## config.mk

```make
export PLATFORM = sky130hd
export DESIGN_NAME = sbsf_top
export DESIGN_NICKNAME = d
export VERILOG_FILES = /design/src/verilog/sbsf_pkg.sv /design/src/verilog/sbsf_sync.sv /design/src/verilog/sbsf_fifo.sv /design/src/verilog/sbsf_top.sv
export VERILOG_INCLUDE_DIRS = /design/src /design/src/verilog
export SDC_FILE = /design/constraint.sdc
export NUM_CORES = 1
export LEC_CHECK = 0
export ABC_AREA = 1
export ABC_CLOCK_PERIOD_IN_PS = 6600
export BUFFER_PORTS_ARGS = -buffer_cell sky130_fd_sc_hd__buf_2
export CAP_MARGIN = 20
export CORE_MARGIN = 8
export CORE_UTILIZATION = 55
export DETAILED_ROUTE_END_ITERATION = 12
export PLACE_DENSITY = 0.73
export RECOVER_POWER = 25
export SLEW_MARGIN = 20
export SYNTH_ARGS = -nofsm -noshare
export SYNTH_HDL_FRONTEND = slang
export SYNTH_SLANG_ARGS = --single-unit
```

## constraint.sdc

```tcl
create_clock -name REF_CLK -period 6.6 [get_ports REF_CLK]
set_clock_uncertainty 0.1 [all_clocks]
set_input_delay 0 -clock REF_CLK [delete_from_list [all_inputs] [get_ports REF_CLK]]
set_output_delay 0 -clock REF_CLK [all_outputs]
set_load 0.01 [all_outputs]
```

## src/verilog/sbsf_consts.svh

```systemverilog
// Offsets, field positions, reset values and sizes of the serial buffer block
`ifndef SBSF_CONSTS_SVH
`define SBSF_CONSTS_SVH
`define SBSF_OFF_STAT 4'h0
`define SBSF_OFF_CTRL 4'h1
`define SBSF_OFF_DATA 4'h2
`define SBSF_OFF_IRQ_STAT 4'h3
`define SBSF_OFF_IRQ_MASK 4'h4
`define SBSF_BIT_RBF 0
`define SBSF_BIT_TBF 1
`define SBSF_BIT_BUFFER_IRQ_SELECT_LO 2
`define SBSF_BIT_RXMPT 5
`define SBSF_BIT_ROV 6
`define SBSF_BIT_SHIFT_REG_EMPTY_FLAG 7
`define SBSF_BIT_BEC_LO 8
`define SBSF_BIT_EN 15
`define SBSF_CTRL_ENH 0
`define SBSF_CTRL_MASTER 1
`define SBSF_CTRL_MODE16 2
`define SBSF_STAT_RESET 16'h0000
`define SBSF_CTRL_RESET 16'h0000
`define SBSF_FIFO_DEPTH 8
`define SBSF_FIFO_AW 3
`define SBSF_IRQ_EVT_W 2
`define SBSF_SCK_DIV_LAST 4'hF
`endif

```

## src/verilog/sbsf_pkg.sv

```systemverilog
// Types of the serial buffer block
`default_nettype none
package sbsf_pkg;
	typedef enum logic [2:0] {
		SBSF_IRQ_LAST_READ = 3'h0,
		SBSF_IRQ_RX_AVAIL = 3'h1,
		SBSF_IRQ_RX_3Q = 3'h2,
		SBSF_IRQ_RX_FULL = 3'h3,
		SBSF_IRQ_TX_DONE = 3'h5
	} sbsf_isel_t;
	typedef enum logic [2:0] {
		SBSF_SH_IDLE = 3'b001,
		SBSF_SH_SHIFT = 3'b010,
		SBSF_SH_DONE = 3'b100
	} sbsf_shift_t;
endpackage
`default_nettype wire

```

## src/verilog/sbsf_sync.sv

```systemverilog
// Two-stage synchroniser for a pin input
`timescale 1ns/1ps
`default_nettype none
module sbsf_sync (
	input wire logic clk,
	input wire logic rst_n,
	input wire logic din,
	output logic dout
);
	logic meta_ff;
	always_ff @(posedge clk or negedge rst_n) begin
		if (!rst_n) begin
			meta_ff <= 1'b0;
			dout <= 1'b0;
		end else begin
			meta_ff <= din;
			dout <= meta_ff;
		end
	end
endmodule
`default_nettype wire

```

## src/verilog/sbsf_fifo.sv

```systemverilog
// Eight-entry word FIFO with registered read data and level count
`timescale 1ns/1ps
`default_nettype none
module sbsf_fifo (
	input wire logic clk,
	input wire logic rst_n,
	input wire logic flush,
	input wire logic push,
	input wire logic [15:0] wdata,
	input wire logic pop,
	output logic [15:0] rdata,
	output logic [3:0] count
);
	logic [15:0] mem_ff [0:7];
	logic [2:0] wp_ff;
	logic [2:0] rp_ff;
	logic [3:0] cnt_ff;
	wire do_push = push && (cnt_ff != 4'h8);
	wire do_pop = pop && (cnt_ff != 4'h0);
	assign count = cnt_ff;
	always_ff @(posedge clk) begin
		if (do_push) begin
			mem_ff[wp_ff] <= wdata;
		end
	end
	always_ff @(posedge clk or negedge rst_n) begin
		if (!rst_n) begin
			wp_ff <= 3'h0;
			rp_ff <= 3'h0;
			cnt_ff <= 4'h0;
			rdata <= 16'h0000;
		end else if (flush) begin
			wp_ff <= 3'h0;
			rp_ff <= 3'h0;
			cnt_ff <= 4'h0;
		end else begin
			if (do_push) begin
				wp_ff <= wp_ff + 3'h1;
			end
			if (do_pop) begin
				rp_ff <= rp_ff + 3'h1;
				rdata <= mem_ff[rp_ff];
			end
			cnt_ff <= cnt_ff + {3'h0, do_push} - {3'h0, do_pop};
		end
	end
endmodule
`default_nettype wire

```

## src/verilog/sbsf_top.sv

```systemverilog
// Serial port buffer status flags, data buffers and shift register
`timescale 1ns/1ps
`default_nettype none
`include "sbsf_consts.svh"
module sbsf_top (
	input wire logic REF_CLK,
	input wire logic RESET_N,
	input wire logic [3:0] ADDR,
	input wire logic [15:0] WDATA,
	input wire logic WR,
	input wire logic RD,
	output logic [15:0] RDATA,
	input wire logic SCK_IN,
	input wire logic SDI_IN,
	output logic SCK_OUT,
	output logic SCK_OE,
	output logic SDO,
	output logic IRQ
);
	import sbsf_pkg::*;

	logic sck_s;
	logic sdi_s;
	sbsf_sync u_sync_sck (.clk(REF_CLK), .rst_n(RESET_N), .din(SCK_IN), .dout(sck_s));
	sbsf_sync u_sync_sdi (.clk(REF_CLK), .rst_n(RESET_N), .din(SDI_IN), .dout(sdi_s));

	// Registers
	logic en_ff;
	logic [2:0] isel_ff;
	logic rov_ff;
	logic enh_ff;
	logic master_ff;
	logic mode16_ff;
	logic [1:0] ist_ff;
	logic [1:0] imask_ff;
	logic [15:0] txb_ff;
	logic txb_full_ff;
	logic [15:0] rxb_ff;
	logic rxb_full_ff;
	logic [15:0] sr_ff;
	logic [4:0] bits_ff;
	logic sck_d_ff;
	logic sck_gen_ff;
	logic [3:0] div_ff;
	logic rd_q_ff;
	logic [15:0] rdata_ff;
	logic data_rd_q_ff;
	sbsf_shift_t st_ff;
	sbsf_shift_t nxt_st;

	// Decode
	wire wr_stat = WR && (ADDR == `SBSF_OFF_STAT);
	wire wr_ctrl = WR && (ADDR == `SBSF_OFF_CTRL);
	wire wr_data = WR && (ADDR == `SBSF_OFF_DATA) && en_ff;
	wire wr_ist = WR && (ADDR == `SBSF_OFF_IRQ_STAT);
	wire wr_imask = WR && (ADDR == `SBSF_OFF_IRQ_MASK);
	wire rd_data = RD && (ADDR == `SBSF_OFF_DATA) && en_ff;

	// Shift engine events
	wire sck_rise = sck_s && !sck_d_ff;
	wire sck_fall = !sck_s && sck_d_ff;
	wire [4:0] nbits = mode16_ff ? 5'h10 : 5'h08;
	wire shifting = (st_ff == SBSF_SH_SHIFT);
	wire word_done = shifting && sck_rise && (bits_ff == nbits - 5'h01);
	// Word including the bit taken on this edge, so the last bit is kept
	wire [15:0] sr_shifted = mode16_ff ? {sr_ff[14:0], sdi_s} : {8'h00, sr_ff[6:0], sdi_s};

	// Transmit source
	logic [3:0] tx_cnt;
	logic [15:0] tx_q;
	wire tx_have = enh_ff ? (tx_cnt != 4'h0) : txb_full_ff;
	wire tx_load = en_ff && (st_ff == SBSF_SH_IDLE) && tx_have;
	wire tx_pop = enh_ff && tx_load;
	// Enhanced mode read data of the FIFO arrive a cycle after pop
	logic tx_pop_q_ff;

	// Receive sink
	logic [3:0] rx_cnt;
	logic [15:0] rx_q;
	wire rx_room = enh_ff ? (rx_cnt != 4'h8) : !rxb_full_ff;
	wire rx_ovf = word_done && (!rx_room || rov_ff);
	wire rx_take = word_done && rx_room && !rov_ff;

	sbsf_fifo u_txf (
		.clk(REF_CLK), .rst_n(RESET_N), .flush(!enh_ff || !en_ff),
		.push(wr_data && enh_ff), .wdata(WDATA), .pop(tx_pop),
		.rdata(tx_q), .count(tx_cnt)
	);
	sbsf_fifo u_rxf (
		.clk(REF_CLK), .rst_n(RESET_N), .flush(!enh_ff || !en_ff),
		.push(rx_take && enh_ff), .wdata(sr_shifted), .pop(rd_data && enh_ff),
		.rdata(rx_q), .count(rx_cnt)
	);

	// Flag views
	// full: holding buffer in standard mode, FIFO at eight entries in enhanced mode
	wire tbf = enh_ff ? (tx_cnt == 4'h8) : txb_full_ff;
	wire rbf = enh_ff ? (rx_cnt == 4'h8) : rxb_full_ff;
	wire rxmpt = enh_ff && (rx_cnt == 4'h0);
	wire shift_reg_empty_flag = enh_ff && !shifting && !tx_pop_q_ff;
	wire [3:0] bec_raw = master_ff ? tx_cnt : rx_cnt;
	wire [2:0] bec = enh_ff ? bec_raw[2:0] : 3'h0;

	wire [15:0] stat_word = {en_ff, 4'h0, bec, shift_reg_empty_flag, rov_ff, rxmpt, isel_ff, tbf, rbf};
	wire [15:0] ctrl_word = {13'h0, mode16_ff, master_ff, enh_ff};

	logic buf_evt;
	always_comb begin
		case (isel_ff)
			SBSF_IRQ_TX_DONE: buf_evt = word_done;
			SBSF_IRQ_RX_FULL: buf_evt = (rx_cnt == 4'h8);
			SBSF_IRQ_RX_3Q: buf_evt = (rx_cnt >= 4'h6);
			SBSF_IRQ_RX_AVAIL: buf_evt = (rx_cnt != 4'h0);
			SBSF_IRQ_LAST_READ: buf_evt = rd_data && (rx_cnt == 4'h1);
			default: buf_evt = 1'b0;
		endcase
	end
	wire [1:0] evt = {rx_ovf, enh_ff ? buf_evt : rx_take};
	assign IRQ = |(ist_ff & imask_ff);

	// Shift state machine
	always_comb begin
		case (st_ff)
			SBSF_SH_IDLE: nxt_st = tx_load ? SBSF_SH_SHIFT : SBSF_SH_IDLE;
			SBSF_SH_SHIFT: nxt_st = word_done ? SBSF_SH_DONE : SBSF_SH_SHIFT;
			SBSF_SH_DONE: nxt_st = SBSF_SH_IDLE;
			default: nxt_st = SBSF_SH_IDLE;
		endcase
	end

	always_ff @(posedge REF_CLK or negedge RESET_N) begin
		if (!RESET_N) begin
			st_ff <= SBSF_SH_IDLE;
			bits_ff <= 5'h00;
			sr_ff <= 16'h0000;
			sck_d_ff <= 1'b0;
			tx_pop_q_ff <= 1'b0;
		end else begin
			st_ff <= nxt_st;
			sck_d_ff <= sck_s;
			tx_pop_q_ff <= tx_pop;
			if (tx_load && !enh_ff) begin
				sr_ff <= txb_ff;
				bits_ff <= 5'h00;
			end else if (tx_pop_q_ff) begin
				sr_ff <= tx_q;
				bits_ff <= 5'h00;
			end else if (shifting && sck_rise) begin
				sr_ff <= sr_shifted;
				bits_ff <= bits_ff + 5'h01;
			end
		end
	end

	// Master clock generator, data out on falling edge
	always_ff @(posedge REF_CLK or negedge RESET_N) begin
		if (!RESET_N) begin
			div_ff <= 4'h0;
			sck_gen_ff <= 1'b0;
			SDO <= 1'b0;
		end else begin
			div_ff <= shifting ? div_ff + 4'h1 : 4'h0;
			if (shifting && master_ff && div_ff == `SBSF_SCK_DIV_LAST) begin
				sck_gen_ff <= !sck_gen_ff;
			end else if (!shifting) begin
				sck_gen_ff <= 1'b0;
			end
			if (shifting && (sck_fall || bits_ff == 5'h00)) begin
				SDO <= mode16_ff ? sr_ff[15] : sr_ff[7];
			end
		end
	end
	assign SCK_OUT = sck_gen_ff;
	assign SCK_OE = en_ff && master_ff;

	// Holding buffers and flags
	always_ff @(posedge REF_CLK or negedge RESET_N) begin
		if (!RESET_N) begin
			txb_ff <= 16'h0000;
			txb_full_ff <= 1'b0;
			rxb_ff <= 16'h0000;
			rxb_full_ff <= 1'b0;
		end else begin
			if (wr_data && !enh_ff) begin
				txb_ff <= WDATA;
				txb_full_ff <= 1'b1;
			end else if (tx_load || enh_ff) begin
				txb_full_ff <= 1'b0;
			end
			if (rx_take && !enh_ff) begin
				rxb_ff <= sr_shifted;
				rxb_full_ff <= 1'b1;
			end else if ((rd_data && !enh_ff) || enh_ff) begin
				rxb_full_ff <= 1'b0;
			end
		end
	end

	// Software registers
	always_ff @(posedge REF_CLK or negedge RESET_N) begin
		if (!RESET_N) begin
			en_ff <= 1'b0;
			isel_ff <= 3'h0;
			rov_ff <= 1'b0;
			enh_ff <= 1'b0;
			master_ff <= 1'b0;
			mode16_ff <= 1'b0;
			ist_ff <= 2'h0;
			imask_ff <= 2'h0;
		end else begin
			if (wr_stat) begin
				en_ff <= WDATA[`SBSF_BIT_EN];
				isel_ff <= WDATA[`SBSF_BIT_BUFFER_IRQ_SELECT_LO +: 3];
			end
			if (rx_ovf) begin
				rov_ff <= 1'b1;
			end else if (wr_stat && !WDATA[`SBSF_BIT_ROV]) begin
				rov_ff <= 1'b0;
			end
			if (wr_ctrl) begin
				enh_ff <= WDATA[`SBSF_CTRL_ENH];
				master_ff <= WDATA[`SBSF_CTRL_MASTER];
				mode16_ff <= WDATA[`SBSF_CTRL_MODE16];
			end
			ist_ff <= evt | (ist_ff & ~(wr_ist ? WDATA[1:0] : 2'h0));
			if (wr_imask) begin
				imask_ff <= WDATA[1:0];
			end
		end
	end

	// Read port, data one cycle after strobe
	always_ff @(posedge REF_CLK or negedge RESET_N) begin
		if (!RESET_N) begin
			rdata_ff <= 16'h0000;
			data_rd_q_ff <= 1'b0;
		end else begin
			data_rd_q_ff <= rd_data && enh_ff;
			case (ADDR)
				`SBSF_OFF_STAT: rdata_ff <= RD ? stat_word : 16'h0000;
				`SBSF_OFF_CTRL: rdata_ff <= RD ? ctrl_word : 16'h0000;
				`SBSF_OFF_DATA: rdata_ff <= (RD && !enh_ff) ? rxb_ff : 16'h0000;
				`SBSF_OFF_IRQ_STAT: rdata_ff <= RD ? {14'h0, ist_ff} : 16'h0000;
				`SBSF_OFF_IRQ_MASK: rdata_ff <= RD ? {14'h0, imask_ff} : 16'h0000;
				default: rdata_ff <= 16'h0000;
			endcase
		end
	end
	assign RDATA = data_rd_q_ff ? rx_q : rdata_ff;

	// Checks
	// overrun on receive when full or while the overrun flag is set
	chk_ovf_sets_flag: assert property (@(posedge REF_CLK) disable iff (!RESET_N)
		rx_ovf |=> rov_ff) else $error("overrun not flagged");
	chk_ovf_sticky_hold: assert property (@(posedge REF_CLK) disable iff (!RESET_N)
		rov_ff && !wr_stat |=> rov_ff) else $error("overrun dropped");
	chk_tbf_std_set: assert property (@(posedge REF_CLK) disable iff (!RESET_N)
		wr_data && !enh_ff && !wr_ctrl |=> tbf) else $error("tx full not set");
	chk_rbf_std_clr: assert property (@(posedge REF_CLK) disable iff (!RESET_N)
		rd_data && !enh_ff && !rx_take |=> !rxb_full_ff) else $error("rx full not cleared");
	chk_rxmpt_level: assert property (@(posedge REF_CLK) disable iff (!RESET_N)
		enh_ff && rx_take |=> !rxmpt) else $error("rx empty after push");
	chk_shift_reg_empty_flag_idle: assert property (@(posedge REF_CLK) disable iff (!RESET_N)
		tx_load |=> !shift_reg_empty_flag) else $error("shift empty during transfer");
	chk_rbf_std_set: assert property (@(posedge REF_CLK) disable iff (!RESET_N)
		rx_take && !enh_ff && !wr_ctrl |=> rxb_full_ff && rxb_ff == sr_ff)
		else $error("rx buffer not loaded");
	chk_tbf_enh_cnt: assert property (@(posedge REF_CLK) disable iff (!RESET_N)
		enh_ff && tx_cnt < 4'h8 |-> !tbf) else $error("tx full early");
	chk_tbf_std_clr: assert property (@(posedge REF_CLK) disable iff (!RESET_N)
		tx_load && !enh_ff && !wr_data |=> !txb_full_ff) else $error("tx full kept");
endmodule
`default_nettype wire

```

# Word level (Yosys, flattened, before mapping)
# Memories as Yosys holds them, arrays and structs flattened. A register that Yosys moved wholly into a read port is not among the register bits.
# Cells that the tools add are included.
[word_totals] reg_bits=119 ram_bits=256 inputBits=26 wordCells=194 n_memories=2
[mem_list] memory="u_rxf.mem_ff" depth=8 width=16 rd=1 rd_ports_with_merged_regs=1 wr=1 line="sbsf_fifo.sv:14" text="logic [15:0] mem_ff [0:7];"
[mem_list] memory="u_txf.mem_ff" depth=8 width=16 rd=1 rd_ports_with_merged_regs=1 wr=1 line="sbsf_fifo.sv:14"
[op_classes] n_addsub=11 n_lt_le_gt_ge=1 eq_ne=18 mux=51 bitwise=5 reduce_logical=74
[ops] op="2-to-1 mux 16 bit" n=7
[ops] op="case mux 16 bit (5 select lines)" n=1
[ops] op="logical AND 1 bit" n=39
[ops] op="2-to-1 mux 3 bit" n=12
[ops] op="2-to-1 mux 5 bit" n=4
[ops] op="2-to-1 mux 1 bit" n=18
[ops] op="nonzero test 2 bit" n=7
[ops] op="logical NOT 1 bit" n=13
[ops] op="adder 3 x 1 -> 3 bit (second input constant)" n=4
[ops] op="equality test 4 bit (second input constant)" n=3
[ops] op="2-to-1 mux 4 bit" n=3
[ops] op="equality test 3 x 2 -> 1 bit (second input constant)" n=3
[ops] op="adder 4 x 1 -> 4 bit" n=2
[ops] op="equality test 4 x 1 -> 1 bit (second input constant)" n=2
[ops] op="equality test 4 x 2 -> 1 bit (second input constant)" n=2
[ops] op="logical NOT 4 bit" n=2
[ops] op="2-to-1 mux 2 bit" n=4
[ops] op="!= test 4 bit (second input constant)" n=2
[ops] op="nonzero test 4 bit" n=2
[ops] op="subtractor 4 x 1 -> 4 bit" n=2
[ops] op="equality test 3 x 1 -> 1 bit (second input constant)" n=2
[ops] op="case mux 3 bit (2 select lines)" n=1
[ops] op="adder 5 x 1 -> 5 bit (second input constant)" n=1
[ops] op="equality test 5 bit" n=1
[ops] op="17 further kinds" n=23

# Longest topological paths before layout
# Gate-level depths: netlist (run 1).
[logic_depth] depth_word=11 ltp_mapped=14

# By module
# A second synthesis (run 1) with hierarchy kept.
[hier_totals] cells_unflattened=1871 area_unflattened_um2=18276.3
[by_module_without_submodules] mod="sbsf_fifo" instances=2 cells_each=639 area_each_um2=6678.9 seq_area_each_um2=4494.3
[by_module_without_submodules] mod="sbsf_top" instances=1 cells_each=589 area_each_um2=4818.4 seq_area_each_um2=2378.5
[by_module_without_submodules] mod="sbsf_sync" instances=2 cells_each=2 area_each_um2=50.0 seq_area_each_um2=50.0

# Least setup slack after synthesis (run 1)
# Ideal clock, no wire load.
[synth_path] path_kind="reg2reg" start="register u_txf.cnt_ff[2] (netlist: u_txf.count[2])" end="memory u_txf.mem_ff[6][0] (enable)" arrival_ps=2208 path_slack_ps=3883 path_stages_with_launch=9 n_path_buf=0 path_cell_list="dfrtp_1 -> inv_1 -> ha_1 -> nor3b_1 -> nor2_1 -> nand2_1 -> inv_1 -> nand2_1 -> nor3_1"
[synth_between] elab_chain_len=4
[synth_rtl] item="start: declaration" line="sbsf_fifo.sv:17" text="logic [3:0] cnt_ff;"
[synth_rtl] item="start signal: assignment" line="sbsf_fifo.sv:44" text="cnt_ff <= cnt_ff + {3'h0, do_push} - {3'h0, do_pop};"
[synth_rtl] item="!= test 4 bit" line="sbsf_fifo.sv:18" text="wire do_push = push && (cnt_ff != 4'h8);"
[synth_rtl] item="logical AND 1 bit" line="sbsf_fifo.sv:18"
[synth_rtl] item="2-to-1 mux 1 bit" line="sbsf_fifo.sv:22" text="if (do_push) begin"
[synth_rtl] item="2-to-1 mux 1 bit (not written as such)" line="sbsf_fifo.sv:23" text="mem_ff[wp_ff] <= wdata;"
[synth_rtl] item="end: declaration" line="sbsf_fifo.sv:14"
# Every way passes these cells.

# Final worst setup path (run 1)
[layout_path] start="input ADDR[0]" end="register u_rxf.cnt_ff[2] (netlist: u_rxf.count[2])"
[layout_between] elab_chain_len=7
[layout_rtl] item="start: declaration" line="sbsf_top.sv:8" text="input wire logic [3:0] ADDR,"
[layout_rtl] item="equality test 4 x 2 -> 1 bit"
[layout_rtl] item="logical AND 1 bit (2 in series)" line="sbsf_top.sv:57" text="wire rd_data = RD && (ADDR == `SBSF_OFF_DATA) && en_ff;"
[layout_rtl] item="logical AND 1 bit" line="sbsf_top.sv:91" text=".push(rx_take && enh_ff), .wdata(sr_shifted), .pop(rd_data && enh_ff),"
[layout_rtl] item="logical AND 1 bit" line="sbsf_fifo.sv:19" text="wire do_pop = pop && (cnt_ff != 4'h0);"
[layout_rtl] item="subtractor 4 x 1 -> 4 bit" line="sbsf_fifo.sv:44"
[layout_rtl] item="2-to-1 mux 4 bit" line="sbsf_fifo.sv:32" text="end else if (flush) begin"
[layout_rtl] item="end signal: assignment" line="sbsf_fifo.sv:44"
[layout_rtl] item="end: declaration" line="sbsf_fifo.sv:17"
# Every way passes these cells.
# A chain may end at the register's enable or synchronous reset.

==> results.sh, run 1 <==
export IMPL_cts_num_sinks=407
export IMPL_pin_count=46
export IMPL_r2r_start="enh_ff$_DFFE_PN0P_"
export IMPL_rsz0062_at_grt="false"
export IMPL_grt_max_degree=77
export IMPL_stdcell_count=2098
export IMPL_min_path_cells=2
export IMPL_cts_tree="built"
export IMPL_clk_latency_ns=0.54
export IMPL_drv_cap=1
export IMPL_crit_path_end_kind="flop"
export IMPL_fillers=2430
export IMPL_firstDrtPassIters=5
export IMPL_slew_violations=33
export IMPL_seq_area_frac_synth=0.663
export IMPL_dp_final_hpwl_um=24000
export IMPL_setup_violations=0
export IMPL_combPwrFrac=0.033
export IMPL_setup_tns_final_ns=0
export IMPL_async_flop_share=0.371
export IMPL_crit_slowest_cell="dlygate4sd3_1"
export IMPL_r2r_setup_slack_ns=3.52
export IMPL_coreArea_um2=31200
export IMPL_switching_share=0.207
export IMPL_crit_path_cell_trace="dlygate4sd3_1, buf_2, inv_1, nand3_4, dlygate4sd3_1, nor2_2, nand3_1, clkinv_2, ha_1, inv_1, ha_1, fa_1, xnor2_1, nor2_1"
export IMPL_worstHoldStart="SDI_IN"
export IMPL_drt_iter0_drc=1019
export IMPL_track_usage=0.207
export IMPL_area_delta_synth_final_pct=13.5
export IMPL_synth_ff_type="edfxtp_1"
export IMPL_ys_types=46
export IMPL_r2r_cells=8
export IMPL_avgRoutedWirePerCell_um=18.6
export IMPL_gp_congestion=0.884
export IMPL_cp_slowest_stage_delay_ns=0.71
export IMPL_critPathArrivalTime_ns=3.46
export IMPL_grt_pass1_vias=11500
export IMPL_die_area_um2=37400
export IMPL_hold_viol=0
export IMPL_dp_cells=1989
export IMPL_power_density_nw_per_um2=281
export IMPL_max_freq_mhz=317
export IMPL_initial_core_util=0.554
export IMPL_drive_gt1_frac=0.115
export IMPL_dr_total_vias=11700
export IMPL_antenna_found_initial=0
export IMPL_final_area_um2=19600
export IMPL_maxSlewHeadroom=-0.394
export IMPL_seqPwrFrac=0.509
export IMPL_worst_pin_slew_ns=2.09
export IMPL_io_buffers=45
export IMPL_peakVddDrop_mv=0.235
export IMPL_placed_area_um2=17800
export IMPL_path_class="in2reg"
export IMPL_crit_fanout=37
export IMPL_regArea_um2=11500
export IMPL_dieWidth_um=193
export IMPL_multi_input_area_um2=4990
export IMPL_clockRootBuffer="clkbuf_16"
export IMPL_r2r_end="u_txf.count[1]$_DFF_PN0_"
export IMPL_htree_levels=2
export IMPL_finalCritPeriodShare=0.479
export IMPL_p_leak_nw=7.89
export IMPL_grt_pass1_wl_um=62000
export IMPL_postRouteAntennaNets=0
export IMPL_cts_made_buffers=42
export IMPL_outcome="complete, but fails checks"
export IMPL_wl_um=38900
export IMPL_overflow=0
export IMPL_die_h_um=193
export IMPL_netlist_instances=1599
export IMPL_violations="max-capacitance violations, max-slew violations"
export IMPL_worstHoldEndpoint="u_sync_sdi.meta_ff$_DFF_PN0_"
export IMPL_ys_seq_elements=407
export IMPL_internal_power_w=0.00438
export IMPL_hold_class="in2reg"
export IMPL_layout_nets=1710
export IMPL_switching_power_w=0.00114
export IMPL_clkTransAtPathRegs_ns=0.06
export IMPL_cts_max_path_buffers=3
export IMPL_yosys_warnings=0
export IMPL_rows=65
export IMPL_synth_edf_count=256
export IMPL_antenna_cells=0
export IMPL_vias_per_cell=5.55
export IMPL_synth_avg_cell_area_um2=10.8
export IMPL_p_clk_frac=0.458
export IMPL_syn_cell_area_um2=17300
export IMPL_cp_start_kind="input pin"
export IMPL_drc=0
export IMPL_min_period_ns=3.16
export IMPL_required_ns=6.90
export IMPL_synth_nets=1647
final cells by class:
| class | count | share of cell area |
|---|---|---|
| sequential | 407 | 0.584 |
| multi-input combinational | 993 | 0.254 |
| inverter | 119 | 0.0229 |
| clock inverter | 25 | 0.0163 |
| tap | 402 | 0.0256 |
| timing repair buffer | 99 | 0.0359 |
| clock buffer | 53 | 0.0609 |
critical path, delay by kind of cell:
family	cells	cell delay (ns)
fa+ha+maj	3	1.04
simple gates	4	0.36
buf+inv	6	1.89
xor+xnor	1	0.16
placed cells by master, fill, tap and decap left out, types with 8 or more instances in the layout:
master / instances
dlygate4sd3_1: 30
clkinv_2: 8
o21ai_1: 48
buf_2: 28
buf_4: 23
edfxtp_1: 256
ha_1: 20
a21oi_1: 37
clkbuf_1: 21
nor2_1: 254
o22ai_1: 16
o21ai_2: 21
nand2_2: 16
dfrtp_1: 147
o211ai_1: 32
o21ai_0: 199
nand2_1: 254
clkbuf_16: 45
nand3_1: 37
inv_1: 112
per-layer routing:
| layer | share of wire | GRT usage | wire [µm] | up-vias |
|---|---|---|---|---|
| met5 | 0 | 0 | 0 | - |
| met4 | 0.038 | 0.0869 | 1480 | 0 |
| met3 | 0.047 | 0.0285 | 1830 | 85 |
| met2 | 0.50 | 0.353 | 19400 | 297 |
| met1 | 0.42 | 0.265 | 16200 | 5705 |
| li1 | - | - | - | 5566 |
flip-flops by register name, summed over array words and instances (netlist names), 2 cells and up:
name	count
u_rxf.count	4
u_txf.count	4
rdata_ff	16
u_txf.wp_ff	3
u_rxf.wp_ff	3
rxb_ff	16
u_rxf.mem_ff	128
u_rxf.rp_ff	3
u_txf.rdata	16
txb_ff	16
isel_ff	3
div_ff	4
u_txf.mem_ff	128
ist_ff	2
sr_ff	16
imask_ff	2
st_ff	3
bits_ff	5
u_rxf.rdata	16
u_txf.rp_ff	3
power by group through the flow:
stage                     clock (W)  sequential [W]  combinational (W)
after floorplan                   0         0.00283           0.000112
after global placement            0         0.00286           0.000165
after detailed placement          0         0.00286           0.000171
after CTS                   0.00256         0.00281           0.000188
after global routing        0.00266         0.00281           0.000208
final                       0.00253         0.00281           0.000184
repair_timing:
action / CTS / global route
hold buffers: 31 / 0
setup buffers: 0 / 0
gates resized for setup: 0 / 0
hold endpoints to repair: 247 / 0
worst max-delay path by stage:
stage / from / end / slack (ns) / cells past startpoint
floorplan: u_txf.count[2]$_DFF_PN0_ / u_txf.mem_ff[6][0]$_DFFE_PP_ / 3.88 / 8
global placement: enh_ff$_DFFE_PN0P_ / u_txf.count[1]$_DFF_PN0_ / 3.62 / 8
detailed placement: enh_ff$_DFFE_PN0P_ / u_txf.count[1]$_DFF_PN0_ / 3.58 / 8
CTS: ADDR[0] / u_rxf.count[2]$_DFF_PN0_ / 3.52 / 14
global route: RESET_N / u_txf.rp_ff[2]$_DFFE_PN0P_ / 2.91 / 4
finish: ADDR[0] / u_rxf.count[2]$_DFF_PN0_ / 3.44 / 14
synth_stat cells (3+ instances only):
| cell | number | area share |
|---|---|---|
| nand3_1 | 37 | 0.011 |
| inv_1 | 112 | 0.024 |
| inv_2 | 6 | 0.0013 |
| dfrtp_1 | 150 | 0.22 |
| xor2_1 | 7 | 0.0035 |
| buf_2 | 24 | 0.0069 |
| nor2_2 | 3 | 0.0011 |
| xnor2_1 | 3 | 0.0015 |
| a21oi_1 | 37 | 0.011 |
| nor2_1 | 254 | 0.055 |
| nand2_2 | 15 | 0.0054 |
| clkbuf_1 | 34 | 0.0074 |
| o21ai_0 | 199 | 0.058 |
| buf_4 | 10 | 0.0043 |
| o22ai_1 | 16 | 0.0058 |
| nand2_1 | 255 | 0.055 |
| nor3_1 | 9 | 0.0026 |
| buf_1 | 4 | 0.00087 |
| o21ai_1 | 48 | 0.014 |
| edfxtp_1 | 256 | 0.44 |
| o21ai_2 | 21 | 0.011 |
| nor2_4 | 4 | 0.0026 |
| ha_1 | 20 | 0.014 |
| buf_6 | 7 | 0.0046 |
| o211ai_1 | 32 | 0.014 |
| nand4_1 | 7 | 0.0025 |
cells by family after synthesis:
kind of cell    Yosys count  synth area share
compound gates          362             0.117
xor+xnor                 10           0.00506
fa+ha+maj                22            0.0168
simple gates            598             0.147
mux                       1          0.000579
buf+inv                 199            0.0508
flops                   407             0.663
through the flow:
stage / total power (W) / utilization / hold WS, ns / setup WS, ns
3_5_place_dp: 0.00303 / 0.570 / -0.0186 / 3.58
5_1_grt: 0.00568 / 0.629 / 0.0123 / 2.91
2_1_floorplan: 0.00294 / - / -0.396 / 3.88
4_1_cts: 0.00556 / 0.629 / 0.00238 / 3.52
3_3_place_gp: 0.00302 / 0.570 / -0.0381 / 3.62
6_report: 0.00552 / 0.629 / 0.0112 / 3.44
Power figures use the tool's default switching activity.
==> run 2, diff against run 1 <==
--- a/config.mk
+++ b/config.mk
@@ -6,14 +6,14 @@
 export SDC_FILE = /design/constraint.sdc
 export NUM_CORES = 1
 export LEC_CHECK = 0
-export ABC_AREA = 1
-export ABC_CLOCK_PERIOD_IN_PS = 6600
+export ABC_AREA = 0
+export ABC_CLOCK_PERIOD_IN_PS = 2850
 export BUFFER_PORTS_ARGS = -buffer_cell sky130_fd_sc_hd__buf_2
 export CAP_MARGIN = 20
 export CORE_MARGIN = 8
 export CORE_UTILIZATION = 55
 export DETAILED_ROUTE_END_ITERATION = 12
-export PLACE_DENSITY = 0.73
+export PLACE_DENSITY = 0.75
 export RECOVER_POWER = 25
 export SLEW_MARGIN = 20
 export SYNTH_ARGS = -nofsm -noshare
==> constraint.sdc (replaced) <==
create_clock -name REF_CLK -period 2.85 [get_ports REF_CLK]
set_clock_uncertainty 0.1 [all_clocks]
set_input_delay 0 -clock REF_CLK [delete_from_list [all_inputs] [get_ports REF_CLK]]
set_output_delay 0 -clock REF_CLK [all_outputs]
set_load 0.01 [all_outputs]
==> run 2 against run 1 <==
  * The run still ends with max-capacitance violations, max-slew violations left
  * Non-clock buffer count rose by 22
  * Clock power rose by 100%
  * Routed wire length shrank 8.4%
  * Worst setup slack got worse by 3.3 ns
  * Sequential power rose by 130%
  * Via count fell by 22%
  * Global-route usage fell by 0.44 points
  * Power increased by 120%
  * Sequential share of layout area grew 1.2 points
  * Flip-flop and latch count unchanged
  * Critical path type is now reg2reg
  * Largest power group unchanged
==> results.sh, run 2 <==
export IMPL_grt_pass1_vias=9677
export IMPL_grt_max_degree=64
export IMPL_ctsHoldBuffers=31
export IMPL_drive_gt1_frac=0.270
export IMPL_p_leak_nw=7.75
export IMPL_hold_class="in2reg"
export IMPL_synth_top_cell_area_share=0.459
export IMPL_fin_ws_ns=0.133
export IMPL_r2r_setup_slack_ns=0.13
export IMPL_firstDrtPassIters=5
export IMPL_die_area_um2=36300
export IMPL_worstHoldStart="SCK_IN"
export IMPL_postRouteAntennaNets=0
export IMPL_dp_final_hpwl_um=22000
export IMPL_rows=64
export IMPL_ys_types=63
export IMPL_drv_cap=1
export IMPL_r2r_end="u_txf.count[2]$_DFF_PN0_"
export IMPL_layout_nets=1185
export IMPL_overflow=0
export IMPL_violations="max-capacitance violations, max-slew violations"
export IMPL_final_common_cell="edfxtp_1"
export IMPL_wl_um=35700
export IMPL_cp_depth=11
export IMPL_cts_max_path_buffers=3
export IMPL_crit_slowest_cell="or3b_2"
export IMPL_seq_area_frac_synth=0.684
export IMPL_cp_slowest_stage_delay_ns=0.52
export IMPL_drc=0
export IMPL_peakVddDrop_mv=0.740
export IMPL_finalCritPeriodShare=0.953
export IMPL_yosys_top_cells_area="edfxtp_1 46%, dfrtp_1 22%, mux4_2 8.6%, mux2_2 5.6%, mux2i_1 2.3%"
export IMPL_rsz0062_at_grt="false"
export IMPL_yosys_warnings=0
export IMPL_drt_iter0_drc=554
export IMPL_holdWs_ns=0.0154
export IMPL_cts_setup_buffers=0
export IMPL_dieWidth_um=191
export IMPL_initial_core_util=0.554
export IMPL_setup_violations=0
export IMPL_cts_tree="built"
export IMPL_worst_pin_slew_ns=1.58
export IMPL_min_period_ns=2.72
export IMPL_dr_total_vias=9053
export IMPL_utilization=0.636
export IMPL_synth_nets=1072
export IMPL_critical_path_top_delay_family="adder cells"
export IMPL_crit_fanout=5
export IMPL_cp_start_kind="flop"
export IMPL_crit_path_cell_trace="inv_1, ha_1, or3b_2, nand4_1, inv_1, ha_1, inv_1, ha_1, fa_1, xnor2_1, nor2_1"
export IMPL_ys_seq_elements=407
export IMPL_io_buffers=45
export IMPL_synth_avg_cell_area_um2=16.4
export IMPL_avgRoutedWirePerCell_um=22.8
export IMPL_cts_resized_gates=0
export IMPL_yosysMostFrequentCell="edfxtp_1"
export IMPL_gp_congestion=0.863
export IMPL_r2r_cells=11
export IMPL_yosys_area_top_type="edfxtp_1"
export IMPL_cts_num_sinks=407
export IMPL_syn_cell_area_um2=16800
export IMPL_clkTransAtPathRegs_ns=0.06
export IMPL_antenna_cells=0
export IMPL_synthTopCellsByCount="256 x edfxtp_1, 150 x dfrtp_1, 104 x nand2_1"
export IMPL_htree_levels=2
export IMPL_cp_num_buf_inv=3
export IMPL_cts_made_buffers=41
export IMPL_maxSlewHeadroom=-0.0547
export IMPL_area_delta_synth_final_pct=14.9
export IMPL_critPathArrivalTime_ns=3.01
export IMPL_outcome="complete, but fails checks"
export IMPL_pin_count=46
export IMPL_reg_largest_list="u_rxf.mem_ff x128, u_txf.mem_ff x128"
export IMPL_slew_violations=60
export IMPL_final_cell_mix="256 x edfxtp_1, 147 x dfrtp_1, 104 x nand2_1"
export IMPL_coreArea_um2=30300
export IMPL_antenna_found_initial=1
export IMPL_path_class="reg2reg"
export IMPL_worstHoldEndpoint="u_sync_sck.meta_ff$_DFF_PN0_"
export IMPL_power_w=0.0120
export IMPL_power_density_nw_per_um2=625
export IMPL_crit_path_end_kind="flop"
export IMPL_clockRootBuffer="clkbuf_16"
export IMPL_max_freq_mhz=368
export IMPL_async_flop_share=0.371
export IMPL_preCtsSetupSlack_ns=0.157
export IMPL_required_ns=3.14
export IMPL_min_path_cells=2
export IMPL_die_h_um=191
export IMPL_netlist_instances=1024
export IMPL_vias_per_cell=5.78
export IMPL_synth_edf_count=256
export IMPL_r2r_start="u_txf.count[2]$_DFF_PN0_"
export IMPL_hold_viol=0
export IMPL_clk_latency_ns=0.53
export IMPL_synth_ff_type="edfxtp_1"
export IMPL_track_usage=0.203
export IMPL_grt_pass1_wl_um=56200
[run 2: cell types whose count changed after synthesis, moves of 64 or more]
cell     delta
inv_1      -91
mux2_2     +84
mux4_2     +64
nand2_1   -151
nor2_1    -230
o21ai_0   -152
[run 2: cells by family (layout without fill, tap and decap cells)]
logic type / after synthesis / count (layout) / synth area share
XOR/XNOR: 14 / 14 / 0.00732
AO/OA/AOI/OAI: 87 / 87 / 0.0312
AND/OR/NAND/NOR: 226 / 226 / 0.0681
buffers and inverters: 73 / 219 / 0.0187
adder cells (fa/ha/maj): 22 / 22 / 0.0173
flip-flops: 407 / 407 / 0.684
multiplexers: 195 / 195 / 0.173
[run 2: per-stage QoR]
step	setup TNS [ns]	instance area, µm²	std cells
2_1_floorplan	-14.70	16800	1024
3_3_place_gp	0	17700	1459
3_5_place_dp	0	17700	1459
4_1_cts	0	19300	1566
5_1_grt	0	19200	1566
6_report	0	19200	1566
[run 2: per-layer routing]
metal | global-route usage | share of wire | vias up | wire length [µm]
met4 | 0.0612 | 0.024 | 2 | 859
met1 | 0.259 | 0.41 | 4640 | 14700
met2 | 0.355 | 0.52 | 234 | 18500
met3 | 0.0311 | 0.046 | 78 | 1640
li1 | - | - | 4099 | -
met5 | 0 | 0.00036 | - | 13
[run 2: worst max path at each step]
stage / startpoint / endpoint / slack [ns]
2_1_floorplan: enh_ff$_DFFE_PN0P_ / u_txf.mem_ff[5][0]$_DFFE_PP_ / -0.22
3_3_place_gp: u_txf.count[2]$_DFF_PN0_ / u_txf.count[2]$_DFF_PN0_ / 0.21
3_5_place_dp: u_rxf.count[2]$_DFF_PN0_ / u_rxf.count[2]$_DFF_PN0_ / 0.16
4_1_cts: u_txf.count[2]$_DFF_PN0_ / u_txf.count[2]$_DFF_PN0_ / 0.14
5_1_grt: u_txf.count[2]$_DFF_PN0_ / u_txf.count[2]$_DFF_PN0_ / 0.01
6_report: u_txf.count[2]$_DFF_PN0_ / u_txf.count[2]$_DFF_PN0_ / 0.13
[run 2: layout make-up]
| type | count | area, µm² |
|---|---|---|
| clock buffers | 58 | 1120 |
| clock inverters | 18 | 148 |
| fillers | 2133 | 11000 |
| inverters | 22 | 82.6 |
| multi-input cells | 544 | 5050 |
| flip-flops and latches | 407 | 11500 |
| well taps | 396 | 495 |
| repair buffers | 121 | 880 |
[run 2: report_power, final]
part	internal (W)	switching [W]	total (W)
combinational	0.000206	0.000252	0.000458
clock	0.00286	0.00220	0.00506
sequential	0.00638	0.000131	0.00651
